==> src/rtl/adc_cfg_defines.vh <==
// Offsets, field positions, reset values and timing counts of the configuration bank
`ifndef ADC_CFG_DEFINES_VH
`define ADC_CFG_DEFINES_VH

// ****************************************
// Register offsets (13-bit serial address)
// ****************************************
`define ADDR_CHANNEL_INDEX 13'h0005
`define ADDR_USER_PATTERN_TWO_LOW 13'h001B
`define ADDR_USER_PATTERN_TWO_HIGH 13'h001C
`define ADDR_SIGNATURE_LOW_BYTE 13'h0024
`define ADDR_CHANNEL_FEATURES 13'h002A
`define ADDR_OUTPUT_CONVERTER_SELECT 13'h002E
`define ADDR_DIVIDER_SYNC_CONTROL 13'h0100
`define ADDR_MISC_PIN_OSC_CONTROL 13'h0101

// ****************************************
// Reset values
// ****************************************
`define RST_CHANNEL_INDEX 2'h3
`define RST_USER_PATTERN_TWO 8'h00
`define RST_CHANNEL_FEATURES 1'h1
`define RST_CONVERTER_SELECT_A 1'h0
`define RST_CONVERTER_SELECT_B 1'h1
`define RST_DIVIDER_SYNC_CONTROL 3'h1
`define RST_MISC_PIN_OSC_CONTROL 8'h88

// ****************************************
// Field positions and writable masks
// ****************************************
`define SYNC_MASTER_ENABLE_BIT 0
`define SYNC_DIVIDER_ENABLE_BIT 1
`define SYNC_NEXT_ONLY_BIT 2
`define MISC_OUTPUT_ENABLE_PIN_BIT 7
`define MISC_LOW_RATE_DETECT_BIT 3
`define MISC_OSC_RUN_BIT 2
`define MISC_PULLDOWN_DISABLE_BIT 0
`define MISC_WRITABLE_MASK 8'h8D
`define INDEX_CHANNEL_A_BIT 0
`define INDEX_CHANNEL_B_BIT 1

// ****************************************
// Serial frame layout and timing
// ****************************************
`define INSTRUCTION_BITS 5'h10
`define INSTRUCTION_READ_BIT 15
`define BYTE_LAST_BIT 3'h7
`define SYNC_STAGES 2

`endif

==> src/rtl/adc_cfg_regs.v <==
// Serial-port configuration bank: test pattern, signature, channel and sync control registers
`timescale 1ns/1ps
`default_nettype none
`include "adc_cfg_defines.vh"

module adc_cfg_regs
(
  // Clock and reset
  input wire clock,
  input wire rst_b,
  // Serial control port pins
  input wire sclk,
  input wire csb,
  input wire sdio_in,
  output reg sdio_out,
  output reg sdio_oe,
  // Sync pin and signature source
  input wire sync_pin,
  input wire [7:0] signature_low_byte_in,
  // Pattern and channel controls
  output reg [15:0] user_pattern_two,
  output reg out_of_range_enable_a,
  output reg out_of_range_enable_b,
  output reg converter_select_a,
  output reg converter_select_b,
  // Clock divider sync
  output wire divider_align,
  output reg master_sync_enable,
  output reg divider_sync_enable,
  output reg next_sync_only,
  // Pin and oscillator controls
  output reg output_enable_low_pin_enable,
  output reg low_rate_detect_enable,
  output reg low_rate_internal_oscillator_run,
  output reg sdio_pulldown_disable
);

  // ****************************************
  // Declarations
  // ****************************************
  reg [`SYNC_STAGES-1:0] sclk_sync_reg;
  reg [`SYNC_STAGES-1:0] csb_sync_reg;
  reg [`SYNC_STAGES-1:0] sdio_sync_reg;
  reg [`SYNC_STAGES-1:0] sync_pin_reg;
  reg sclk_prev_reg;
  reg [15:0] instruction_reg;
  reg [4:0] instruction_count_reg;
  reg [2:0] data_bit_reg;
  reg [7:0] data_shift_reg;
  reg [12:0] address_reg;
  reg read_mode_reg;
  reg [1:0] channel_index_reg;
  wire sclk_level;
  wire csb_level;
  wire sdio_level;
  wire sclk_rise;
  wire sclk_fall;
  wire frame_active;
  wire data_phase;
  wire write_strobe;
  wire [7:0] write_byte;
  wire divider_enable_clear;
  reg [7:0] read_byte;

  // Reset images of the packed registers; only the stored bits are picked out below
  localparam [2:0] sync_reset_image = `RST_DIVIDER_SYNC_CONTROL;
  localparam [7:0] misc_reset_image = `RST_MISC_PIN_OSC_CONTROL;

  // ****************************************
  // Register read decode
  // ****************************************
  // Channel A wins the read when both channels are indexed
  function pick_channel;
    input [1:0] index;
    input value_a;
    input value_b;
    begin
      pick_channel = index[`INDEX_CHANNEL_A_BIT] ? value_a : value_b;
    end
  endfunction

  // Every register value is a direct operand here, so a read never sees a stale byte
  always @*
  begin
    case (address_reg)
      `ADDR_CHANNEL_INDEX:
        read_byte = {6'h00, channel_index_reg};
      `ADDR_USER_PATTERN_TWO_LOW:
        read_byte = user_pattern_two[7:0];
      `ADDR_USER_PATTERN_TWO_HIGH:
        read_byte = user_pattern_two[15:8];
      `ADDR_SIGNATURE_LOW_BYTE:
        read_byte = signature_low_byte_in;
      `ADDR_CHANNEL_FEATURES:
        read_byte = {7'h00, pick_channel(channel_index_reg, out_of_range_enable_a, out_of_range_enable_b)};
      `ADDR_OUTPUT_CONVERTER_SELECT:
        read_byte = {7'h00, pick_channel(channel_index_reg, converter_select_a, converter_select_b)};
      `ADDR_DIVIDER_SYNC_CONTROL:
        read_byte = {5'h00, next_sync_only, divider_sync_enable, master_sync_enable};
      `ADDR_MISC_PIN_OSC_CONTROL:
        read_byte = {output_enable_low_pin_enable, 3'h0, low_rate_detect_enable,
                     low_rate_internal_oscillator_run, 1'b0, sdio_pulldown_disable};
      default:
        read_byte = 8'h00;
    endcase
  end

  // ****************************************
  // Pin synchronisers
  // ****************************************
  // Serial pins are asynchronous to the core clock; two stages before any use
  always @(posedge clock or negedge rst_b)
  begin
    if (!rst_b)
    begin
      sclk_sync_reg <= 2'h0;
      csb_sync_reg <= 2'h3;
      sdio_sync_reg <= 2'h0;
      sync_pin_reg <= 2'h0;
      sclk_prev_reg <= 1'b0;
    end
    else
    begin
      sclk_sync_reg <= {sclk_sync_reg[0], sclk};
      csb_sync_reg <= {csb_sync_reg[0], csb};
      sdio_sync_reg <= {sdio_sync_reg[0], sdio_in};
      sync_pin_reg <= {sync_pin_reg[0], sync_pin};
      sclk_prev_reg <= sclk_sync_reg[1];
    end
  end

  assign sclk_level = sclk_sync_reg[1];
  assign csb_level = csb_sync_reg[1];
  assign sdio_level = sdio_sync_reg[1];
  assign sclk_rise = sclk_level & ~sclk_prev_reg;
  assign sclk_fall = ~sclk_level & sclk_prev_reg;
  assign frame_active = ~csb_level;
  assign data_phase = (instruction_count_reg == `INSTRUCTION_BITS);

  // ****************************************
  // Serial frame engine
  // ****************************************
  // Sixteen instruction bits, then bytes; the address steps down after each byte
  always @(posedge clock or negedge rst_b)
  begin
    if (!rst_b)
    begin
      instruction_reg <= 16'h0000;
      instruction_count_reg <= 5'h00;
      data_bit_reg <= 3'h0;
      data_shift_reg <= 8'h00;
      address_reg <= 13'h0000;
      read_mode_reg <= 1'b0;
    end
    else if (!frame_active)
    begin
      instruction_count_reg <= 5'h00;
      data_bit_reg <= 3'h0;
    end
    else if (sclk_rise)
    begin
      if (!data_phase)
      begin
        instruction_reg <= {instruction_reg[14:0], sdio_level};
        instruction_count_reg <= instruction_count_reg + 5'h01;
        if (instruction_count_reg == `INSTRUCTION_BITS - 5'h01)
        begin
          read_mode_reg <= instruction_reg[`INSTRUCTION_READ_BIT - 1];
          address_reg <= {instruction_reg[11:0], sdio_level};
        end
      end
      else
      begin
        data_shift_reg <= {data_shift_reg[6:0], sdio_level};
        data_bit_reg <= data_bit_reg + 3'h1;
        if (data_bit_reg == `BYTE_LAST_BIT)
          address_reg <= address_reg - 13'h0001;
      end
    end
  end

  // Write commits on the eighth data rise of a write frame
  assign write_strobe = frame_active & sclk_rise & data_phase & ~read_mode_reg & (data_bit_reg == `BYTE_LAST_BIT);
  assign write_byte = {data_shift_reg[6:0], sdio_level};

  // ****************************************
  // Read data driver
  // ****************************************
  // Data changes on falling edges so the host samples a settled bit on the rise
  always @(posedge clock or negedge rst_b)
  begin
    if (!rst_b)
    begin
      sdio_out <= 1'b0;
      sdio_oe <= 1'b0;
    end
    else
    begin
      sdio_oe <= frame_active & data_phase & read_mode_reg;
      if (frame_active & data_phase & read_mode_reg & sclk_fall)
        sdio_out <= read_byte[`BYTE_LAST_BIT - data_bit_reg];
      else if (!frame_active)
        sdio_out <= 1'b0;
    end
  end

  // ****************************************
  // Writable registers
  // ****************************************
  // Open bits are simply not stored, so they can never read back as one
  always @(posedge clock or negedge rst_b)
  begin
    if (!rst_b)
    begin
      channel_index_reg <= `RST_CHANNEL_INDEX;
      user_pattern_two <= {`RST_USER_PATTERN_TWO, `RST_USER_PATTERN_TWO};
      out_of_range_enable_a <= `RST_CHANNEL_FEATURES;
      out_of_range_enable_b <= `RST_CHANNEL_FEATURES;
      converter_select_a <= `RST_CONVERTER_SELECT_A;
      converter_select_b <= `RST_CONVERTER_SELECT_B;
      master_sync_enable <= sync_reset_image[`SYNC_MASTER_ENABLE_BIT];
      divider_sync_enable <= sync_reset_image[`SYNC_DIVIDER_ENABLE_BIT];
      next_sync_only <= sync_reset_image[`SYNC_NEXT_ONLY_BIT];
      output_enable_low_pin_enable <= misc_reset_image[`MISC_OUTPUT_ENABLE_PIN_BIT];
      low_rate_detect_enable <= misc_reset_image[`MISC_LOW_RATE_DETECT_BIT];
      low_rate_internal_oscillator_run <= misc_reset_image[`MISC_OSC_RUN_BIT];
      sdio_pulldown_disable <= misc_reset_image[`MISC_PULLDOWN_DISABLE_BIT];
    end
    else
    begin
      // One-shot sync clears the enable; a host write in the same cycle wins
      if (divider_enable_clear)
        divider_sync_enable <= 1'b0;
      if (write_strobe)
      begin
        case (address_reg)
          `ADDR_CHANNEL_INDEX:
            channel_index_reg <= write_byte[1:0];
          `ADDR_USER_PATTERN_TWO_LOW:
            user_pattern_two[7:0] <= write_byte;
          `ADDR_USER_PATTERN_TWO_HIGH:
            user_pattern_two[15:8] <= write_byte;
          `ADDR_CHANNEL_FEATURES:
          begin
            if (channel_index_reg[`INDEX_CHANNEL_A_BIT])
              out_of_range_enable_a <= write_byte[0];
            if (channel_index_reg[`INDEX_CHANNEL_B_BIT])
              out_of_range_enable_b <= write_byte[0];
          end
          `ADDR_OUTPUT_CONVERTER_SELECT:
          begin
            if (channel_index_reg[`INDEX_CHANNEL_A_BIT])
              converter_select_a <= write_byte[0];
            if (channel_index_reg[`INDEX_CHANNEL_B_BIT])
              converter_select_b <= write_byte[0];
          end
          `ADDR_DIVIDER_SYNC_CONTROL:
          begin
            master_sync_enable <= write_byte[`SYNC_MASTER_ENABLE_BIT];
            divider_sync_enable <= write_byte[`SYNC_DIVIDER_ENABLE_BIT];
            next_sync_only <= write_byte[`SYNC_NEXT_ONLY_BIT];
          end
          `ADDR_MISC_PIN_OSC_CONTROL:
          begin
            output_enable_low_pin_enable <= write_byte[`MISC_OUTPUT_ENABLE_PIN_BIT];
            low_rate_detect_enable <= write_byte[`MISC_LOW_RATE_DETECT_BIT];
            low_rate_internal_oscillator_run <= write_byte[`MISC_OSC_RUN_BIT];
            sdio_pulldown_disable <= write_byte[`MISC_PULLDOWN_DISABLE_BIT];
          end
          // Signature and unmapped offsets drop the write
          default:
            channel_index_reg <= channel_index_reg;
        endcase
      end
    end
  end

  // ****************************************
  // Divider sync gating
  // ****************************************
  divider_sync_gate sync_gate
  (
    .clock(clock),
    .rst_b(rst_b),
    .master_sync_enable(master_sync_enable),
    .divider_sync_enable(divider_sync_enable),
    .next_sync_only(next_sync_only),
    .sync_level(sync_pin_reg[1]),
    .divider_align(divider_align),
    .divider_enable_clear(divider_enable_clear)
  );

endmodule

`default_nettype wire

==> src/rtl/divider_sync_gate.v <==
// Gate that turns external sync pulses into clock divider alignment requests
`timescale 1ns/1ps
`default_nettype none

module divider_sync_gate
(
  // Clock and reset
  input wire clock,
  input wire rst_b,
  // Control bits
  input wire master_sync_enable,
  input wire divider_sync_enable,
  input wire next_sync_only,
  // Synchronised sync pin level
  input wire sync_level,
  // Results
  output reg divider_align,
  output reg divider_enable_clear
);

  reg sync_level_prev_reg;
  wire sync_rise;

  assign sync_rise = sync_level & ~sync_level_prev_reg;

  // ****************************************
  // Pulse gating
  // ****************************************
  // Nothing passes unless master sync is on; one-shot mode also clears the enable
  always @(posedge clock or negedge rst_b)
  begin
    if (!rst_b)
    begin
      sync_level_prev_reg <= 1'b0;
      divider_align <= 1'b0;
      divider_enable_clear <= 1'b0;
    end
    else
    begin
      sync_level_prev_reg <= sync_level;
      divider_align <= sync_rise & master_sync_enable & divider_sync_enable;
      divider_enable_clear <= sync_rise & master_sync_enable & divider_sync_enable & next_sync_only;
    end
  end

endmodule

`default_nettype wire

==> config.mk <==
export PLATFORM = sky130hd
export DESIGN_NAME = adc_cfg_regs
export DESIGN_NICKNAME = d
export VERILOG_FILES = /design/src/rtl/adc_cfg_regs.v /design/src/rtl/divider_sync_gate.v
export VERILOG_INCLUDE_DIRS = /design/src /design/src/rtl
export SDC_FILE = /design/constraint.sdc
export NUM_CORES = 1
export LEC_CHECK = 0
export BUFFER_PORTS_ARGS = -buffer_cell sky130_fd_sc_hd__buf_2
export CAP_MARGIN = 20
export CORE_MARGIN = 1.5
export CORE_UTILIZATION = 63
export CTS_CLUSTER_SIZE = 8
export DETAILED_ROUTE_END_ITERATION = 10
export PLACE_DENSITY = 0.85
export SYNTH_ARGS = -nofsm -noshare
export SYNTH_HDL_FRONTEND = slang
export SYNTH_HIERARCHICAL = 1
export SYNTH_SLANG_ARGS = --single-unit
==> constraint.sdc <==
create_clock -name clock -period 4.7 [get_ports clock]
set_input_delay 0.235 -clock clock [delete_from_list [all_inputs] [get_ports clock]]
set_output_delay 0.235 -clock clock [all_outputs]
set_load 0.02 [all_outputs]
Word-level counts from Yosys, hierarchy flattened
Index checks and enable logic that the tools add are counted.
{"block": "classes", "n_bitwise": 19, "n_eq_ne": 13, "reduce_logical": 19, "n_mux": 19, "n_addsub": 4, "order_cmp": 1}
{"op": "8-bit one-hot mux with 8 select lines", "count": 1}
{"op": "13-bit by 6-bit equality test with 1-bit output (second input constant)", "count": 3}
{"op": "13-bit two-way mux", "count": 3}
{"op": "13-bit by 5-bit equality test with 1-bit output (second input constant)", "count": 2}
{"op": "13-bit by 9-bit equality test with 1-bit output (second input constant)", "count": 2}
{"op": "3-bit AND reduction", "count": 6}
{"op": "5-bit two-way mux", "count": 3}
{"op": "2-bit AND reduction", "count": 7}
{"op": "1-bit AND", "count": 13}
{"op": "13-bit by 3-bit equality test with 1-bit output (second input constant)", "count": 1}
{"op": "13-bit by 1-bit subtractor with 13-bit output (second input constant)", "count": 1}
{"op": "3-bit two-way mux", "count": 3}
{"op": "1-bit two-way mux", "count": 8}
{"op": "4-bit AND reduction", "count": 2}
{"op": "2-bit nonzero test", "count": 4}
{"op": "1-bit NOT", "count": 6}
{"op": "5-bit by 1-bit adder with 5-bit output (second input constant)", "count": 1}
{"op": "5-bit by 4-bit equality test with 1-bit output (second input constant)", "count": 1}
{"op": "5-bit equality test (second input constant)", "count": 1}
{"op": "3-bit by 4-bit < comparator with 1-bit output (second input constant)", "count": 1}
{"op": "3-bit by 1-bit adder with 3-bit output (second input constant)", "count": 1}
{"op": "1-bit binary-select mux with 3-bit select", "count": 1}
{"op": "3-bit equality test (second input constant)", "count": 1}
{"op": "3-bit subtractor (first input constant)", "count": 1}
{"op": "other kinds (2)", "count": 2}
{"block": "word_totals", "reg_bits": 87, "inputBits": 14, "word_cells": 105, "output_inout_bits": 30}

Logic depth before layout (Yosys ltp)
{"block": "logic_depth", "word_depth": 7, "mapped_depth": 10, "ltp_nobuf": 8}

Hierarchy
The synthesis kept the hierarchy.
{"mod": "adc_cfg_regs", "seq_area_each_um2": 2114.5, "area_per_inst_um2": 4146.5, "n_inst": 1, "cells_per_inst": 372}
{"mod": "divider_sync_gate", "seq_area_each_um2": 75.1, "area_per_inst_um2": 91.3, "n_inst": 1, "cells_per_inst": 5}

Worst setup path after synthesis
No wires, ideal clock.
{"block": "synth_timing", "path_type": "register to register", "startpoint": "register instruction_count_reg[0]", "endpoint": "register user_pattern_two[10]", "path_stages_with_launch": 11, "t_arrival_ns": 2.472, "required_time_ns": 4.575, "slack_ns": 2.104, "cell_sequence": "dfrtp_1 -> inv_1 -> ha_1 -> nand4bb_1 -> buf_2 -> nor3_4 -> nand2_2 -> or2_1 -> buf_6 -> nor4_4 -> mux2_2"}
{"block": "synth_between", "elab_chain_cells": 5}
{"element": "from (decl)", "line_no": "adc_cfg_regs.v:47", "text": "reg [4:0] instruction_count_reg;"}
{"element": "from (signal assigned)", "line_no": "adc_cfg_regs.v:165", "text": "instruction_count_reg <= instruction_count_reg + 5'h01;"}
{"element": "5-bit equality test (no line)"}
{"element": "1-bit AND (3 in series)", "line_no": "adc_cfg_regs.v:183", "text": "assign write_strobe = frame_active & sclk_rise & data_phase & ~read_mode_reg & (data_bit_reg == `BYTE_LAST_BIT ..."}
{"element": "2-bit AND reduction (no line)"}
{"element": "to (signal assigned)", "line_no": "adc_cfg_regs.v:216", "text": "user_pattern_two <= {`RST_USER_PATTERN_TWO, `RST_USER_PATTERN_TWO};"}
{"element": "to (signal assigned)", "line_no": "adc_cfg_regs.v:242", "text": "user_pattern_two[15:8] <= write_byte;"}
{"element": "to (decl)", "line_no": "adc_cfg_regs.v:21", "text": "output reg [15:0] user_pattern_two,"}
No other way between the ends.
A chain may end at the register's enable or synchronous reset.

Worst setup path after layout
{"block": "layout_timing", "startpoint": "register instruction_count_reg[0]", "endpoint": "register user_pattern_two[14]"}
The elaborated chain is that of the path after synthesis.

==> flow_results.org <==
** Outcome
- Outcome :: finished with violations
- Failing checks :: design-rule violations

** Clock network
- Maximum count of clock buffers along a single path :: 2
- CTS tree :: done
- At the later pin of the worst-skew pair, clock insertion delay measures 370 ps.
- The clock tree synthesis step divided the H-tree into 3 levels.
- Reg clk slew, reported paths :: around 80 ps
- The tree built by TritonCTS fans out to 87 sinks.
- Counting the buffers created by CTS gives 9.
- Root cell of the clock tree :: clkbuf_8
- Number of resized instances in the post-cts repair step :: 0

** Synthesis
- Async set-or-reset flop fraction in the synthesized netlist :: 1.00
- Share of synthesized area occupied by flip-flops and latches :: 0.517
- Most common flop cell mapped by yosys :: dfrtp_1
- In the synthesized netlist, the cells that appear most often are dfrtp_1 (77), mux2_2 (50), nor2_1 (24).
- Synthesis inferred 87 register bits.
- Sorting the synthesized cells by area gives the leading types as dfrtp_1 (45%), mux2_2 (13%), dfstp_2 (6.2%).
- The Yosys step of the flow raised 6 warnings.
- Yosys mapped a number of flops with a built-in enable equal to 0.
- Fraction of post-synthesis cell area in the top cell type by area :: 0.455
- Post-Synthesis Cell Area :: approximately 4200 um2
- Largest area contributor in the synthesized netlist :: dfrtp_1
- Most common cell in the netlist :: dfrtp_1
- The cell count after synthesis came out at 377.
- Synthesis produced a netlist with a net count of 401.
- Count of cell types in the netlist :: 59
- Dividing the synthesized area by the synthesized cell count gives between 10 and 15 um2.

** Setup path
- Req. time, crit path :: 4950 ps
- Among all stages on the critical path, the largest delay is contributed by nor4_4.
- The worst setup path is captured at a flip-flop.
- Number of cells on the worst reg-to-reg path :: 9
- Crit start category :: flip-flop
- Maximum single-stage delay on the critical path :: 650 ps
- CP Cell Sequence :: inv_1, ha_1, nand4bb_1, buf_4, nor3_4, nand2_2, or2_1, nor4_4, mux2_2
- Cell depth of the worst setup path :: 9
- Together, buffers and inverters on the worst path number 2.
- The critical path in this run is classified as flip-flop to flip-flop.
- In this run the worst path has a maximum fanout of 26.
- On the critical path the largest part of the delay comes from simple AND/OR/NAND/NOR gates.
- WP data arrival :: approximately 3300 ps

** Pwr
- Across the VDD grid, the largest voltage drop is ~0.23 mV.
- Of the total power, the share spent switching nets is 0.243.
- In this run the power density over the cells is about 320 nW/um2.
- NetSw :: 369 uW
- The analysis attributes to cell leakage a power of between 0.002 and 0.0025 uW.
- Total Power Consumption :: about 1500 uW
- Sequential power share :: 0.551
- Clk network pwr share :: 0.378
- Combinational share of power :: 0.071
- The internal power of the cells totals ~1100 uW.

** Routing
- In this run, the number of DRC markers left after iteration 0 of detailed routing was roughly 350.
- Summed over all layers, the routed wires come to 9650 um.
- The pre-antenna-repair detailed-routing pass consisted of 8 iterations.
- In the routed design, unresolved DRC markers number 1.
- Post-route ant nets :: 0
- After detailed routing, the average wire length per cell comes to ~19 um.
- After detailed routing, the number of vias per cell comes to between 6 and 7.
- Routed vias :: 3294

** Die
- The core region is 6420 um2.
- In this run the vertical extent of the chip is 85.0 um.
- 44 I/O pins were placed.
- Die boundary width :: ~85 um
- Rows :: 29
- For this configuration, the core starts out at a cell density of 0.660.
- The floorplan step defined a die boundary enclosing roughly 7200 um2.

** Global route
- Residual overflow from global routing :: 0
- Entering global routing, the biggest net connects approximately 90 pins.
- Wire length of the first global-routing pass :: about 16000 um
- Vias in the first global route :: just over 3000
- The number of antenna violations at the first check in global routing was 0.
- Global routing usage summed across all routing layers :: 0.281

** Place
- Detailed placement finished with a half-perimeter wire length of around 6300 um.
- Port buffering added 43 buffers.
- The congestion estimate from routability-driven global placement came to just over 0.9.

** Min path
- Hold Crit Class :: input port to asynchronous set/reset pin

** Flow run
- Number of max-cap violations :: 0

** STA
- Measured against its own limit, the worst slew margin works out to 0.472.
- After layout, the minimum clock period comes to 3030 ps.
- In the final timing run, aggregate negative setup slack is 0 ps.
- For this run, the top clock speed supported by timing is about 0.33 GHz.
- The number of max-slew violations in the final report came to 0.
- Clock skew on the completed layout was measured at between 8 and 9 ps.
- Setup repair after global routing left no endpoint under its margin.
- In the finished design, the share of the clock period the worst path needs comes to 0.644.
- Hold Violations, Final :: 0
- Setup violations remaining at the end of the flow were counted as 0.
- For the pin with the worst max-slew slack, the measured transition is between 700 and 800 ps.

** Final layout
- After the last flow step, the layout net total stands at between 400 and 500.
- After filler insertion, the fill cell instance count of the layout stands at approximately 400.
- From synthesis to final layout, the design area changed by 12.8%.
- The register with the most flip-flops in the layout has 16 of them.
- Fraction of layout cells with a size suffix above 1 :: 0.311
- Number of diodes added for antenna fixing :: 0
- Post-Route Utilization :: 0.745
-- power groups by stage --
stage          clock network (uW)  logic [uW]  registers (uW)
3_3_place_gp                    0        95.7             845
5_1_grt                       607         119             840
2_1_floorplan                   0        72.5             826
3_5_place_dp                    0        99.5             848
6_report                      573         107             835
4_1_cts                       580         105             834
-- area by class of cell --
type | count | area (um2) | share of cell area
multi-input cells | 258 | 1920 | 0.402
clock inverters | 5 | 83.8 | 0.0175
repair buffers | 52 | 318 | 0.0665
clock buffers | 11 | 131 | 0.0275
flip-flops and latches | 87 | 2190 | 0.458
well taps | 77 | 96.3 | 0.0201
inverters | 11 | 41.3 | 0.00863
-- layer usage --
layer | track usage | vias to the layer above | wire length [um]
li1 | - | 1477 | -
met1 | 0.393 | 1599 | 3980
met2 | 0.438 | 189 | 4680
met3 | 0.0710 | 29 | 795
met4 | 0.0820 | 0 | 197
met5 | 0 | - | 0
-- cell usage in the layout (no fill, tap or decap), types with 5 or more instances in the layout --
master,instances
dfrtp_1,77
mux2_2,50
buf_2,42
nor2_1,24
o21ai_0,19
a21oi_1,19
nand2_1,18
nand3_1,13
inv_1,11
nor3_1,10
ha_1,10
dfstp_2,10
a22o_1,9
clkbuf_8,9
a22oi_1,7
a211oi_1,5
dlygate4sd3_1,5
-- metrics by stage --
step                      worst slack (ps)  instance area [um2]  cells  hold WS [ps]
after floorplan                       2100                 4240    377         -60.6
after global placement                1850                 4490    479           333
after detailed placement              1680                 4490    479           339
after CTS                             1670                 4740    499          97.9
after global routing                  1480                 4780    501           267
final                                 1670                 4780    501           253
-- repair_timing --
item	in CTS	in global routing
hold buffers	4	1
hold endpoints to repair	4	12
buffers inserted	0	0
-- cell families (layout without fill, tap and decap cells) --
kind of cell             Yosys count  after routing  share of synthesized area
buffers and inverters             32             79                     0.0310
AO/OA/AOI/OAI                     78             78                      0.120
multiplexers                      53             53                      0.140
flip-flops                        87             87                      0.517
AND/OR/NAND/NOR                  113            113                      0.154
XOR/XNOR                           4              4                    0.00827
adder cells (fa/ha/maj)           10             10                     0.0295
-- path summary, 6_finish.rpt --
| path | endpoint | slack, ps | startpoint |
|---|---|---|---|
| setup / recovery | user_pattern_two[14]$_DFFE_PN0P_ | 1670 | instruction_count_reg[0]$_DFFE_PN0P_ |
| hold / removal | sync_gate/divider_enable_clear$_DFF_PN0_ | 250 | rst_b |
| setup reg to reg | user_pattern_two[14]$_DFFE_PN0P_ | 1670 | instruction_count_reg[0]$_DFFE_PN0P_ |
| hold reg to reg | sclk_sync_reg[1]$_DFF_PN0_ | 360 | sclk_sync_reg[0]$_DFF_PN0_ |
| max in group asynchronous | channel_index_reg[1]$_DFFE_PN1P_ | 3810 | rst_b |
| min in group clock | sclk_sync_reg[1]$_DFF_PN0_ | 360 | sclk_sync_reg[0]$_DFF_PN0_ |
Note: power is estimated with default switching activity, not from simulation.
